**src/include/energy_pulse_pkg.sv**
```systemverilog
// package with constants and carriers for the energy pulse output stage
// Contract
// - after reset select normal format; pulse_a gives active-low power-proportional pulses
// - normal: positive pulses a only, b high; negative pulses both together
// - full-scale power gives average pulse_a rate equal to main_pulse_rate; code rate falls as main_pulse_rate rises (one quantum per pulse)
// - normal pulses never faster than divided clock over 16
// - normal pulse width whole clock cycles, about 1/(8*main_pulse_rate); code uses a fixed WORD_DIV/DUR_DIV clocks
// - normal width bounded between 16/8 and 1024/8 clock-derived limits
// - pulse_width_count ignored in normal format
// - alternating format when alternating and counter selected, motor not
// - alternating pulses alternate a/b, each pulse_width_count word periods long
// - alternating format shows no energy direction
// - counter format when counter selected only
// - counter format: positive pulses on a, negative on b
// - counter width from pulse_width_count, default 512 samples
// - motor-drive format when motor selected only
// - motor-drive toggles outputs alternately on each energy quantum
// - motor-drive positive changes a first, negative changes b first
// - pulse_width_count ignored in motor-drive format
// - calib_pulse_out rate proportional to power, scaled by calib_pulse_rate
// - calib pulses for both signs, no direction indication
// - calib width is calib_width_count word periods, default 0
// - creep enables suppress pulses while accumulated magnitude below creep level
// - counter and motor formats accumulate signed power, pulse per quantum
// - normal and alternating formats use plus/minus 8x quantum buffer first
// - calib output may reach 512 kHz depending on calib_pulse_rate; code fires at most once per word tick (WORD_DIV clocks)
package energy_pulse_pkg;
   localparam int          POWER_W       = 24;
   localparam int          ACC_W         = 40;
   localparam int          RATE_W        = 24;
   localparam int          WIDTH_W       = 16;
   localparam int          WORD_DIV      = 1024;
   localparam int          MIN_PERIOD    = 16;
   localparam int          BUF_MULT      = 8;
   localparam int          DUR_DIV       = 8;
   localparam logic [15:0] PW_RESET      = 16'h0200;
   localparam logic [15:0] CALIB_W_RESET = 16'h0000;
   localparam real         CLK_MHZ       = 125.0;
   localparam real         CALIB_MAX_KHZ = 512.0;
   localparam int          CALIB_MIN_CYC = int'(CLK_MHZ * 1000.0 / CALIB_MAX_KHZ);

   typedef enum logic [3:0] {
      FMT_NORMAL  = 4'b0001,
      FMT_ALT     = 4'b0010,
      FMT_COUNTER = 4'b0100,
      FMT_MOTOR   = 4'b1000
   } format_t;

   typedef struct packed {
      logic alternating_select;
      logic counter_select;
      logic motor_drive_select;
      logic main_creep_enable;
      logic calib_creep_enable;
   } config_t;
endpackage : energy_pulse_pkg

```
**src/core/energy_pulse_output.sv**
```systemverilog
// energy to pulse converter for the main and calibration outputs
`timescale 1ns/10ps
module energy_pulse_output #(
   parameter int WORD_DIV = energy_pulse_pkg::WORD_DIV
) (
   input  wire logic                                    clk_sys,           // divided master clock
   input  wire logic                                    rst_n,             // async reset, active low
   input  wire logic signed [energy_pulse_pkg::POWER_W-1:0] power_sample,  // instantaneous active power
   input  wire energy_pulse_pkg::config_t               cfg,               // format and creep selects
   input  wire logic [energy_pulse_pkg::RATE_W-1:0]     main_pulse_rate,   // main quantum step
   input  wire logic [energy_pulse_pkg::RATE_W-1:0]     calib_pulse_rate,  // calib quantum step
   input  wire logic [energy_pulse_pkg::WIDTH_W-1:0]    pulse_width_count, // width in word periods
   input  wire logic [energy_pulse_pkg::WIDTH_W-1:0]    calib_width_count, // calib width in word periods
   input  wire logic [energy_pulse_pkg::ACC_W-2:0]      creep_level,       // anti-creep magnitude
   input  wire logic                                    pw_load,           // load width settings
   output logic                                         energy_pulse_a,    // main output a, active low
   output logic                                         energy_pulse_b,    // main output b, active low
   output logic                                         calib_pulse_out,   // calibration output, active low
   output logic                                         word_tick          // word-rate strobe
);
   localparam int ACC_W = energy_pulse_pkg::ACC_W;
   localparam int WW    = energy_pulse_pkg::WIDTH_W;
   localparam int QSH   = 16;  // quantum is rate shifted up, fixed scaling

   energy_pulse_pkg::format_t fmt_reg, fmt_next;
   logic [9:0]               div_reg;
   logic signed [ACC_W-1:0]  acc_main_reg, acc_cal_reg;
   logic [WW-1:0]            pw_reg, cw_reg;
   logic [WW-1:0]            wcnt_reg, ccnt_reg;
   logic [7:0]               ncnt_reg;
   logic [7:0]               gap_reg;
   logic                     alt_side_reg, step_reg;
   logic signed [ACC_W-1:0]  q_main, q_cal, mbuf, sum_main, sum_cal;
   logic                     fire_pos, fire_neg, cal_fire;

   // magnitude compare used for both creep gates
   function automatic logic below_creep(input logic signed [ACC_W-1:0] a, input logic [ACC_W-2:0] lvl);
      logic [ACC_W-1:0] m;
      m = a[ACC_W-1] ? ACC_W'(-a) : a;
      return m < {1'b0, lvl};
   endfunction : below_creep

   // format decode from the three selects
   always_comb begin
      fmt_next = energy_pulse_pkg::FMT_NORMAL;
      if (cfg.alternating_select && cfg.counter_select && !cfg.motor_drive_select)
         fmt_next = energy_pulse_pkg::FMT_ALT;
      else if (!cfg.alternating_select && cfg.counter_select && !cfg.motor_drive_select)
         fmt_next = energy_pulse_pkg::FMT_COUNTER;
      else if (!cfg.alternating_select && !cfg.counter_select && cfg.motor_drive_select)
         fmt_next = energy_pulse_pkg::FMT_MOTOR;
   end

   always_ff @(posedge clk_sys or negedge rst_n) begin
      if (!rst_n) fmt_reg <= energy_pulse_pkg::FMT_NORMAL;
      else        fmt_reg <= fmt_next;
   end

   // word-rate divider
   always_ff @(posedge clk_sys or negedge rst_n) begin
      if (!rst_n) begin
         div_reg   <= 10'h000;
         word_tick <= 1'b0;
      end else begin
         word_tick <= (div_reg == 10'(WORD_DIV - 1));
         div_reg   <= (div_reg == 10'(WORD_DIV - 1)) ? 10'h000 : div_reg + 10'h001;
      end
   end

   // width settings
   always_ff @(posedge clk_sys or negedge rst_n) begin
      if (!rst_n) begin
         pw_reg <= energy_pulse_pkg::PW_RESET;
         cw_reg <= energy_pulse_pkg::CALIB_W_RESET;
      end else if (pw_load) begin
         pw_reg <= pulse_width_count;
         cw_reg <= calib_width_count;
      end
   end

   // accumulation and firing decisions
   always_comb begin
      q_main   = ACC_W'({main_pulse_rate, {QSH{1'b0}}});
      q_cal    = ACC_W'({calib_pulse_rate, {QSH{1'b0}}});
      mbuf     = (fmt_reg == energy_pulse_pkg::FMT_NORMAL || fmt_reg == energy_pulse_pkg::FMT_ALT)
                 ? ACC_W'(q_main * energy_pulse_pkg::BUF_MULT) : q_main;
      sum_main = acc_main_reg + ACC_W'(power_sample);
      sum_cal  = acc_cal_reg + ACC_W'(power_sample);
      fire_pos = word_tick && (q_main != '0) && (sum_main >= mbuf)
                 && !(cfg.main_creep_enable && below_creep(sum_main, creep_level));
      fire_neg = word_tick && (q_main != '0) && (sum_main <= -mbuf)
                 && !(cfg.main_creep_enable && below_creep(sum_main, creep_level));
      cal_fire = word_tick && (q_cal != '0) && ((sum_cal >= q_cal) || (sum_cal <= -q_cal))
                 && !(cfg.calib_creep_enable && below_creep(sum_cal, creep_level));
   end

   // signed accumulators, one quantum removed per fire decision, pulse started or not
   always_ff @(posedge clk_sys or negedge rst_n) begin
      if (!rst_n) begin
         acc_main_reg <= '0;
         acc_cal_reg  <= '0;
      end else if (word_tick) begin
         acc_main_reg <= fire_pos ? sum_main - q_main : fire_neg ? sum_main + q_main : sum_main;
         acc_cal_reg  <= (cal_fire && sum_cal >= 0) ? sum_cal - q_cal
                       : cal_fire ? sum_cal + q_cal : sum_cal;
      end
   end

   // main outputs per format
   always_ff @(posedge clk_sys or negedge rst_n) begin
      if (!rst_n) begin
         energy_pulse_a <= 1'b1;
         energy_pulse_b <= 1'b1;
         ncnt_reg       <= 8'h00;
         wcnt_reg       <= '0;
         alt_side_reg   <= 1'b0;
         step_reg       <= 1'b0;
      end else begin
         unique case (fmt_reg)
            energy_pulse_pkg::FMT_NORMAL: begin
               // fixed width of WORD_DIV/DUR_DIV clocks, spacing at least MIN_PERIOD
               if (ncnt_reg != 8'h00) begin
                  ncnt_reg <= ncnt_reg - 8'h01;
                  if (ncnt_reg == 8'h01) begin
                     energy_pulse_a <= 1'b1;
                     energy_pulse_b <= 1'b1;
                  end
               end else if (fire_pos || fire_neg) begin
                  ncnt_reg       <= 8'(WORD_DIV / energy_pulse_pkg::DUR_DIV);
                  energy_pulse_a <= 1'b0;
                  energy_pulse_b <= !fire_neg;
               end
            end
            energy_pulse_pkg::FMT_ALT, energy_pulse_pkg::FMT_COUNTER: begin
               if (wcnt_reg != '0) begin
                  // release on the tick that closes the last word period, so width is exact
                  if (word_tick) begin
                     wcnt_reg <= wcnt_reg - 1'b1;
                     if (wcnt_reg == WW'(1)) begin
                        energy_pulse_a <= 1'b1;
                        energy_pulse_b <= 1'b1;
                     end
                  end
               end else if ((fire_pos || fire_neg) && pw_reg != '0) begin
                  wcnt_reg <= pw_reg;
                  if (fmt_reg == energy_pulse_pkg::FMT_ALT) begin
                     energy_pulse_a <= alt_side_reg;
                     energy_pulse_b <= !alt_side_reg;
                     alt_side_reg   <= !alt_side_reg;
                  end else begin
                     energy_pulse_a <= !fire_pos;
                     energy_pulse_b <= !fire_neg;
                  end
               end else begin
                  energy_pulse_a <= 1'b1;
                  energy_pulse_b <= 1'b1;
               end
            end
            energy_pulse_pkg::FMT_MOTOR: begin
               // two-phase sequence; direction sets which output changes first
               if (fire_pos || fire_neg) begin
                  if (step_reg == fire_neg) energy_pulse_a <= !energy_pulse_a;
                  else                      energy_pulse_b <= !energy_pulse_b;
                  step_reg <= !step_reg;
               end
            end
         endcase
      end
   end

   // calibration output, width in word periods with a minimum gap for rate cap
   always_ff @(posedge clk_sys or negedge rst_n) begin
      if (!rst_n) begin
         calib_pulse_out <= 1'b1;
         ccnt_reg        <= '0;
         gap_reg         <= 8'h00;
      end else begin
         if (gap_reg != 8'h00) gap_reg <= gap_reg - 8'h01;
         if (ccnt_reg != '0) begin
            if (word_tick) ccnt_reg <= ccnt_reg - 1'b1;
            if (word_tick && ccnt_reg == WW'(1)) calib_pulse_out <= 1'b1;
         end else if (cal_fire && gap_reg == 8'h00) begin
            gap_reg         <= 8'(energy_pulse_pkg::CALIB_MIN_CYC);
            calib_pulse_out <= (cw_reg == '0);
            ccnt_reg        <= cw_reg;
         end
      end
   end

   // normal pulse stays low at least eight clocks
   normal_width_a: assert property (@(posedge clk_sys) disable iff (!rst_n)
      (fmt_reg == energy_pulse_pkg::FMT_NORMAL && $fell(energy_pulse_a)) |-> !energy_pulse_a [*8])
      else $error("normal pulse too short");
   // positive normal pulse keeps b high
   normal_dir_a: assert property (@(posedge clk_sys) disable iff (!rst_n)
      (fmt_reg == energy_pulse_pkg::FMT_NORMAL && $past(fire_pos) && $fell(energy_pulse_a)) |-> energy_pulse_b)
      else $error("direction shown on positive energy");
   // normal pulses spaced at least eight clocks
   normal_rate_a: assert property (@(posedge clk_sys) disable iff (!rst_n)
      (fmt_reg == energy_pulse_pkg::FMT_NORMAL && $rose(energy_pulse_a)) |-> energy_pulse_a [*8])
      else $error("normal pulse rate too high");
   // counter format routes negative to b only
   counter_route_a: assert property (@(posedge clk_sys) disable iff (!rst_n)
      (fmt_reg == energy_pulse_pkg::FMT_COUNTER && wcnt_reg == '0 && fire_neg && pw_reg != '0)
      |=> (energy_pulse_a && !energy_pulse_b))
      else $error("counter routing wrong");
   // alternating never drives both low
   alt_excl_a: assert property (@(posedge clk_sys) disable iff (!rst_n)
      fmt_reg == energy_pulse_pkg::FMT_ALT |-> (energy_pulse_a || energy_pulse_b))
      else $error("alternating pulses overlap");
   // motor toggles one output per quantum
   motor_step_a: assert property (@(posedge clk_sys) disable iff (!rst_n)
      (fmt_reg == energy_pulse_pkg::FMT_MOTOR && $past(fmt_reg) == energy_pulse_pkg::FMT_MOTOR
       && (fire_pos || fire_neg)) |=> ($changed(energy_pulse_a) != $changed(energy_pulse_b)))
      else $error("motor step wrong");
   // accumulator only moves on word ticks
   word_accum_a: assert property (@(posedge clk_sys) disable iff (!rst_n)
      !$past(word_tick) |-> $stable(acc_main_reg))
      else $error("accumulator moved off tick");
   // motor format follows select decode
   format_sel_a: assert property (@(posedge clk_sys) disable iff (!rst_n)
      (cfg.motor_drive_select && !cfg.counter_select && !cfg.alternating_select)
      |=> fmt_reg == energy_pulse_pkg::FMT_MOTOR)
      else $error("motor format not selected");
   // negative normal pulse drives both outputs together
   normal_neg_a: assert property (@(posedge clk_sys) disable iff (!rst_n)
      (fmt_reg == energy_pulse_pkg::FMT_NORMAL && $past(fire_neg) && $fell(energy_pulse_a))
      |-> !energy_pulse_b)
      else $error("negative normal pulse missing on b");
   // in normal format b never falls without a
   normal_b_alone_a: assert property (@(posedge clk_sys) disable iff (!rst_n)
      (fmt_reg == energy_pulse_pkg::FMT_NORMAL && $past(fmt_reg) == energy_pulse_pkg::FMT_NORMAL
       && $fell(energy_pulse_b))
      |-> !energy_pulse_a)
      else $error("b pulsed alone in normal format");
   // normal width counter never above the fixed width
   normal_len_a: assert property (@(posedge clk_sys) disable iff (!rst_n)
      fmt_reg == energy_pulse_pkg::FMT_NORMAL
      |-> ncnt_reg <= 8'(WORD_DIV / energy_pulse_pkg::DUR_DIV))
      else $error("normal width out of bounds");
   // counter format routes positive to a only
   counter_pos_a: assert property (@(posedge clk_sys) disable iff (!rst_n)
      (fmt_reg == energy_pulse_pkg::FMT_COUNTER && wcnt_reg == '0 && fire_pos && pw_reg != '0)
      |=> (!energy_pulse_a && energy_pulse_b))
      else $error("counter positive routing wrong");
   // an alternating pulse starts on exactly one output
   alt_one_low_a: assert property (@(posedge clk_sys) disable iff (!rst_n)
      (fmt_reg == energy_pulse_pkg::FMT_ALT && wcnt_reg == '0 && (fire_pos || fire_neg) && pw_reg != '0)
      |=> (energy_pulse_a != energy_pulse_b))
      else $error("alternating pulse not on one output");
   // the next alternating pulse uses the other output
   alt_swap_a: assert property (@(posedge clk_sys) disable iff (!rst_n)
      (fmt_reg == energy_pulse_pkg::FMT_ALT && wcnt_reg == '0 && (fire_pos || fire_neg) && pw_reg != '0)
      |=> alt_side_reg != $past(alt_side_reg))
      else $error("alternating side did not swap");
   // a running width pulse holds both outputs
   pulse_hold_a: assert property (@(posedge clk_sys) disable iff (!rst_n)
      ((fmt_reg == energy_pulse_pkg::FMT_ALT || fmt_reg == energy_pulse_pkg::FMT_COUNTER)
       && wcnt_reg != '0 && !(word_tick && wcnt_reg == WW'(1)))
      |=> ($stable(energy_pulse_a) && $stable(energy_pulse_b)))
      else $error("width pulse changed early");
   // width pulse ends on the closing word tick
   pulse_end_a: assert property (@(posedge clk_sys) disable iff (!rst_n)
      ((fmt_reg == energy_pulse_pkg::FMT_ALT || fmt_reg == energy_pulse_pkg::FMT_COUNTER)
       && word_tick && wcnt_reg == WW'(1))
      |=> (energy_pulse_a && energy_pulse_b))
      else $error("width pulse did not end");
   // motor outputs hold between quanta
   motor_quiet_a: assert property (@(posedge clk_sys) disable iff (!rst_n)
      (fmt_reg == energy_pulse_pkg::FMT_MOTOR && !fire_pos && !fire_neg)
      |=> ($stable(energy_pulse_a) && $stable(energy_pulse_b)))
      else $error("motor output moved without quantum");
   // positive motor sequence changes a first
   motor_first_a: assert property (@(posedge clk_sys) disable iff (!rst_n)
      (fmt_reg == energy_pulse_pkg::FMT_MOTOR && fire_pos && !step_reg)
      |=> $changed(energy_pulse_a))
      else $error("motor positive order wrong");
   // zero calibration width gives no low level
   calib_idle_a: assert property (@(posedge clk_sys) disable iff (!rst_n)
      (cw_reg == '0 && ccnt_reg == '0)
      |=> calib_pulse_out)
      else $error("calib low with zero width");
   // calibration pulse ends on the closing word tick
   calib_end_a: assert property (@(posedge clk_sys) disable iff (!rst_n)
      (word_tick && ccnt_reg == WW'(1))
      |=> calib_pulse_out)
      else $error("calib pulse did not end");
   // a calibration fire with gap and width idle starts the rate gap
   calib_space_a: assert property (@(posedge clk_sys) disable iff (!rst_n)
      (cal_fire && gap_reg == 8'h00 && ccnt_reg == '0)
      |=> gap_reg == 8'(energy_pulse_pkg::CALIB_MIN_CYC))
      else $error("calib rate gap not started");
   // word tick lasts a single cycle
   tick_single_a: assert property (@(posedge clk_sys) disable iff (!rst_n)
      word_tick
      |=> !word_tick)
      else $error("word tick too long");
   // without a fire the sample is kept whole
   acc_hold_a: assert property (@(posedge clk_sys) disable iff (!rst_n)
      (word_tick && !fire_pos && !fire_neg)
      |=> acc_main_reg == $past(sum_main))
      else $error("accumulator lost energy");
   // alternating decode
   alt_sel_a: assert property (@(posedge clk_sys) disable iff (!rst_n)
      (cfg.alternating_select && cfg.counter_select && !cfg.motor_drive_select)
      |=> fmt_reg == energy_pulse_pkg::FMT_ALT)
      else $error("alternating format not selected");
   // counter decode
   counter_sel_a: assert property (@(posedge clk_sys) disable iff (!rst_n)
      (!cfg.alternating_select && cfg.counter_select && !cfg.motor_drive_select)
      |=> fmt_reg == energy_pulse_pkg::FMT_COUNTER)
      else $error("counter format not selected");
endmodule : energy_pulse_output

```
**config.mk**
```make
export PLATFORM = sky130hd
export DESIGN_NAME = energy_pulse_output
export DESIGN_NICKNAME = d
export VERILOG_FILES = /design/src/include/energy_pulse_pkg.sv /design/src/core/energy_pulse_output.sv
export SDC_FILE = /design/constraint.sdc
export NUM_CORES = 1
export LEC_CHECK = 0
export BUFFER_PORTS_ARGS = -buffer_cell sky130_fd_sc_hd__buf_2
export CAP_MARGIN = 20
export CORE_UTILIZATION = 40
export CTS_BUF_LIST = sky130_fd_sc_hd__clkbuf_8 sky130_fd_sc_hd__clkbuf_16
export CTS_CLUSTER_SIZE = 28
export DETAILED_ROUTE_END_ITERATION = 8
export GPL_TIMING_DRIVEN = 0
export HOLD_SLACK_MARGIN = 0.03
export PLACE_DENSITY = 0.65
export SLEW_MARGIN = 20
export SYNTH_ARGS = -nofsm -noshare
export SYNTH_HDL_FRONTEND = slang
export SYNTH_SLANG_ARGS = --single-unit
```
**constraint.sdc**
```tcl
create_clock -name clk_sys -period 6.6 [get_ports clk_sys]
set_clock_uncertainty 0.1 [all_clocks]
set_input_delay 0.66 -clock clk_sys [delete_from_list [all_inputs] [get_ports clk_sys]]
set_output_delay 0.66 -clock clk_sys [all_outputs]
set_load 0.005 [all_outputs]
```
; ---- Word-level counts from Yosys, hierarchy flattened
; Cells that the tools add are included.
[classes]
addsub = 15
n_mux = 44
eq_ne = 19
n_lt_le_gt_ge = 7
reduce_logical = 55
bitwise_logic = 1
[op_table]
columns = cell, n
row1 = $mux W40, 7
row2 = $neg A40 Y40, 4
row3 = $mux W16, 6
row4 = $add A40 B24 Y40, 2
row5 = $add A40 B40 Y40, 2
row6 = $ge A40 B40 Y1, 2
row7 = $le A40 B40 Y1, 2
row8 = $lt A40 B39 Y1, 2
row9 = $sub A40 B40 Y40, 2
row10 = $reduce_bool A16 Y1, 3
row11 = $reduce_bool A24 Y1, 2
row12 = $ge A40 B1 Y1 const B, 1
row13 = $mux W8, 5
row14 = $eq A16 B1 Y1 const B, 2
row15 = $sub A16 B1 Y16 const B, 2
row16 = $logic_and A1 B1 Y1, 20
row17 = $mux W1, 20
row18 = $logic_not A16 Y1, 1
row19 = $reduce_bool A8 Y1, 2
row20 = $sub A8 B1 Y8 const B, 2
row21 = $mux W4, 3
row22 = $reduce_and A6 Y1, 2
row23 = $logic_not A1 Y1, 11
row24 = $add A10 B1 Y10 const B, 1
row25 = 22 further kinds, 35
[word_totals]
inputBits = 151
out_inout_bits = 4
ff_bits = 180
wordCells = 157

; ---- Longest topological paths before layout
[depth]
word_depth = 12
mapped_depth = 33
ltp_nobuf = 30

; ---- Worst setup path after synthesis
; Ideal clock, no wire load.
[synth_path]
kind = input to register
from = input power_sample[23] (netlist bit)
to = register acc_cal_reg[16]
arrival_ps = 6744
setup_time_ps = 146
cell_stages = 32
t_required_ps = 6354
n_path_buf = 6
slack_ps = -389
cell_sequence = ha_1 > clkbuf_1 > a21oi_1 > o21bai_1 > a21o_1 > or3_1 > or3_1 > a21oi_1 > o31ai_1 > a31o_2 > xnor2_1 > inv_1 > clkbuf_1 > clkbuf_1 > buf_1 > nand2_1 > xnor2_1 > ha_1 > a21o_1 > a21o_1 > a21o_1 > a21o_1 > a21o_1 > a21o_1 > a21oi_1 > o2111a_1 > o211ai_1 > nand3_1 > o31a_1 > buf_2 > clkbuf_1 > o221ai_1
[synth_via]
elab_chain_cells = 9
elab_cells_between_ends = 15
classes_between = 2 x add/sub / 4 x order compare / 3 x mux / 6 x reduce/logical
[synth_rtl]
columns = element, line
row1 = from (decl), energy_pulse_output.sv:8  ; input wire logic signed [energy_pulse_pkg::POWER_W-1:0] power_sample,
row2 = $add A40 B24 Y40 *, energy_pulse_output.sv:88  ; sum_cal = acc_cal_reg + ACC_W'(power_sample);
row3 = $neg A40 Y40, energy_pulse_output.sv:39  ; m = a[ACC_W-1] ? ACC_W'(-a) : a;
row4 = $mux W40, energy_pulse_output.sv:39
row5 = $lt A40 B39 Y1, energy_pulse_output.sv:40  ; return m < {1'b0, lvl};
row6 = $logic_and A1 B1 Y1, energy_pulse_output.sv:94  ; && !(cfg.calib_creep_enable && below_creep(sum_cal, creep_level));
row7 = $logic_not A1 Y1, energy_pulse_output.sv:94
row8 = $logic_and A1 B1 Y1, energy_pulse_output.sv:94
row9 = $mux W40 / $logic_and A1 B1 Y1 (equally long branches), "energy_pulse_output.sv:105, energy_pulse_output.sv:104"
row10 = $mux W40 *, energy_pulse_output.sv:104  ; acc_cal_reg <= (cal_fire && sum_cal >= 0) ? sum_cal - q_cal
row11 = to (signal assigned), energy_pulse_output.sv:104
row12 = to (decl), energy_pulse_output.sv:27  ; logic signed [ACC_W-1:0] acc_main_reg, acc_cal_reg;
; Mark *: on every way between the ends. The rest lies on a longest branch, timed or not.
; A chain may end at the register's enable or synchronous reset.

; ---- Worst setup path after layout
[layout_path]
from = register acc_main_reg[4]
to = register wcnt_reg[12]
[layout_via]
elab_chain_cells = 11
elab_cells_between_ends = 16
classes_between = 2 x add/sub / 3 x order compare / 1 x mux / 10 x reduce/logical
[layout_rtl]
columns = element, line
row1 = from (decl), energy_pulse_output.sv:27
row2 = from (signal assigned), energy_pulse_output.sv:103  ; acc_main_reg <= fire_pos ? sum_main - q_main : fire_neg ? sum_main + q_main : sum_main;
row3 = $add A40 B24 Y40 *, energy_pulse_output.sv:87  ; sum_main = acc_main_reg + ACC_W'(power_sample);
row4 = $neg A40 Y40, energy_pulse_output.sv:39
row5 = $mux W40, energy_pulse_output.sv:39
row6 = $lt A40 B39 Y1, energy_pulse_output.sv:40
row7 = $logic_and A1 B1 Y1, "energy_pulse_output.sv:90, energy_pulse_output.sv:92"
row8 = $logic_not A1 Y1, "energy_pulse_output.sv:90, energy_pulse_output.sv:92"
row9 = $logic_and A1 B1 Y1 (on tied branches), "energy_pulse_output.sv:90, energy_pulse_output.sv:92"
row10 = $logic_or A1 B1 Y1 *, energy_pulse_output.sv:144  ; end else if ((fire_pos || fire_neg) && pw_reg != '0) begin
row11 = $logic_and A1 B1 Y1 *, energy_pulse_output.sv:144
row12 = $reduce_bool A2 Y1 (no line) *, n/a
row13 = $reduce_and A3 Y1 (no line) *, n/a
row14 = to (signal assigned), energy_pulse_output.sv:138  ; wcnt_reg <= wcnt_reg - 1'b1;
row15 = to (signal assigned), energy_pulse_output.sv:145  ; wcnt_reg <= pw_reg;
row16 = to (decl), energy_pulse_output.sv:29  ; logic [WW-1:0] wcnt_reg, ccnt_reg;
; Marks and branches as above.

==> run_results.csv <==
group,metric,value,unit
outcome,status,"complete, but fails checks",
outcome,violations,"negative setup slack",
drt,drc,0,
yosys,ys_types,101,
sta,final_max_slew_viol_count,0,
worst_setup_path,cp_max_fo,6,
finish,final-seq-area,4510,um^2
yosys,syn_area_per_cell,7.86,um^2
sta,clock.fmax,0.146,GHz
drt,viasPerCell,5.88,
sta,fin_crit_sh,103,%
grt,use_met1,33.9,%
min_path,min_path_type,"in2reg",
grt,grt_remaining_overflow,0,
worst_setup_path,crit_arrival,7100,ps
worst_setup_path,setup.worst_path.class,"reg2reg",
sta,hold_ws,242,ps
place,place.port_buffers,153,
clock_network,clkLatencyLatePin,500,ps
clock_network,cts_root_buf,"clkbuf_16",
yosys,synth_warnings,0,
grt,antenna_found_initial,5,
clock_network,cts_tree,"built",
sta,fin_ws,-230,ps
drt,wl_per_cell,19.2,um
floorplanning,core_region_area,59200,um^2
pwr,irDropWorstVdd,0.204,mV
drt,dr.pass1.iters,7,
finish,multi_input_area,20200,um^2
worst_setup_path,crit_required,6870,ps
sta,tightest_slew,1180,ps
drt,drt_iter0_drc,1791,
pwr,powerDensity,159,nW/um^2
floorplanning,die_w,248,um
finish,fillers,5646,
yosys,syn_inst,3067,
grt,grt_most_used_layer,"met2",
yosys,synth_area,24100,um^2
clock_network,cts.clk_slew.worst_paths,80,ps
yosys,syn_nets,3557,
floorplanning,io_pins,155,
grt,use_met3,2.90,%
finish,final_nets,3853,
yosys,ys.flop_type,"dfrtp_1",
drt,drt-total-wl,79800,um
sta,timing.final.hold_violations,0,
floorplanning,die_area,61300,um^2
floorplanning,die-height,248,um
pwr,leakagePower,13.4,nW
clock_network,clockBufferDepth,2,
worst_setup_path,slowest_delay,550,ps
grt,grt_start_max_net_pins,79,
finish,areaGrowthSynthToFinish,23.8,%
grt,use_met2,41.1,%
drt,vias,24436,
grt,grtUsageTotal,25.2,%
yosys,seq_area_frac_synth,18.7,%
place,hpwlAfterDp,60500,um
worst_setup_path,crit_path_end_kind,"register",
grt,grt_pass1_vias,22770,
sta,slew-limit-headroom,21.5,%
yosys,synth-edff-count,0,
yosys,async_flop_share,100,%
run,drv_cap,0,
drt,ant_nets,0,
sta,finalSetupViolCount,94,
floorplanning,start_util,40.7,%
yosys,ys_seq_elements,180,
floorplanning,row_count,89,
clock_network,cts_made_buffers,17,
clock_network,cts_num_sinks,180,
finish,final_util,50.4,%
grt,grt_pass1_wl,122000,um
sta,period_needed,6830,ps
clock_network,cts_max_level,4,
worst_setup_path,cp-start-kind,"register",
sta,rsz0062_at_grt,"yes",
place,place.gp.congestion,0.976,
finish,layout-drive-gt1-share,22.2,%
worst_setup_path,cp_slowest_cell,"or4b_4",
## layout make-up
class | count | share of cell area (%)
Clock buffer | 18 | 1.47
Timing Repair Buffer | 288 | 7.09
Antenna cell | 5 | 0.0419
Clock inverter | 14 | 0.532
Buffer | 96 | 2.00
Tap cell | 773 | 3.24
Sequential cell | 180 | 15.1
Multi-Input combinational cell | 2568 | 67.8
Inverter | 212 | 2.69
## path summary, 6_finish.rpt
path	from	endpoint	slack, ps	cells past startpoint
max reg2reg	acc_main_reg[4]$_DFFE_PN0P_	wcnt_reg[12]$_DFFE_PN0P_	-230	28
max	acc_main_reg[4]$_DFFE_PN0P_	wcnt_reg[12]$_DFFE_PN0P_	-230	28
max in group asynchronous	rst_n	pw_reg[9]$_DFFE_PN1P_	4740	4
min reg2reg	div_reg[0]$_DFF_PN0_	div_reg[0]$_DFF_PN0_	360	1
min in group asynchronous	rst_n	acc_main_reg[3]$_DFFE_PN0P_	570	2
min	cfg[3]	fmt_reg[0]$_DFF_PN1_	240	2
## cells in the final DEF (no fill, tap or decap), types with 85 or more instances in the layout
master / synthesis / layout
nand2_1: 201 / 189
inv_1: 210 / 205
o21ai_0: 170 / 130
a21oi_1: 259 / 210
ha_1: 333 / 320
xnor2_1: 162 / 146
a21o_1: 109 / 107
nor2_1: 276 / 265
buf_2: 11 / 158
buf_4: 2 / 85
dfrtp_1: 175 / 175
## logic make-up after synthesis
kind of cell,after synthesis,share of synthesized area [%]
AND/OR/NAND/NOR,964,19.7
XOR/XNOR,243,8.92
flip-flops,180,18.7
adder cells (fa/ha/maj),339,17.8
multiplexers,97,4.35
buffers and inverters,319,5.05
AO/OA/AOI/OAI,925,25.5
## metal layers
layer / vias up / wire length [um]
met5: - / 0
met1: 11639 / 35900
li1: 11832 / -
met4: 0 / 2570
met3: 146 / 4530
met2: 819 / 36800
## repair_timing
| item | CTS | global route |
|---|---|---|
| gates cloned | 8 | 1 |
| setup buffers | 86 | 46 |
| gates resized for setup | 313 | 198 |
| hold endpoints to repair | 49 | 0 |
| setup endpoints to repair | 99 | 99 |
| hold buffers | 1 | 0 |
| pin swaps | 97 | 106 |
## worst max-delay path, delay by kind of cell, from the launching register on
kind / cells / cell delay, ps
xor+xnor: 2 / 290
fa+ha+maj: 2 / 660
flops: 1 / 380
buf+inv: 2 / 350
mux: 1 / 320
compound gates: 13 / 2620
simple gates: 8 / 1950
## per-stage QoR
| step | std cells | cell area (um^2) | setup WS [ps] | power [mW] | TNS (ps) |
|---|---|---|---|---|---|
| final | 4154 | 29800 | -230 | 4.74 | -12500 |
| after global routing | 4153 | 29800 | -473 | 5.04 | -34910 |
| after CTS | 4117 | 28700 | -246 | 4.60 | -13180 |
| after detailed placement | 3997 | 26000 | -3020 | 3.36 | -232890 |
| after global placement | 3993 | 25900 | -3060 | 3.34 | -234370 |
| after floorplan | 3067 | 24200 | 4.76 | 2.79 | 0 |
## cells in the mapped netlist (29+ instances only)
master      n  area (um^2)
xnor2_1   162         1420
ha_1      333         4170
nand4_1    40          250
mux2_2     59          664
xor2_1     79          692
nor3_1     94          470
and3_1     37          231
nor4_1     31          194
o21ai_0   170          851
o211ai_1   29          218
a21o_1    109          818
o21a_1     35          263
a211oi_1   31          233
inv_1     210          788
nand2b_1   34          213
nor2_1    276         1040
nor2b_1    42          263
clkbuf_1   81          304
a21oi_1   259         1300
mux2i_1    34          340
nand3_1    83          415
o31ai_1    30          225
dfrtp_1   175         4380
nand2_1   201          754
a31oi_1    40          250
## power by group
part / total [mW] / switching, mW / internal [mW]
sequential: 1.20 / 0.0523 / 1.15
clock: 1.08 / 0.561 / 0.519
combinational: 2.46 / 1.44 / 1.01
(Power assumes the default switching activity.)
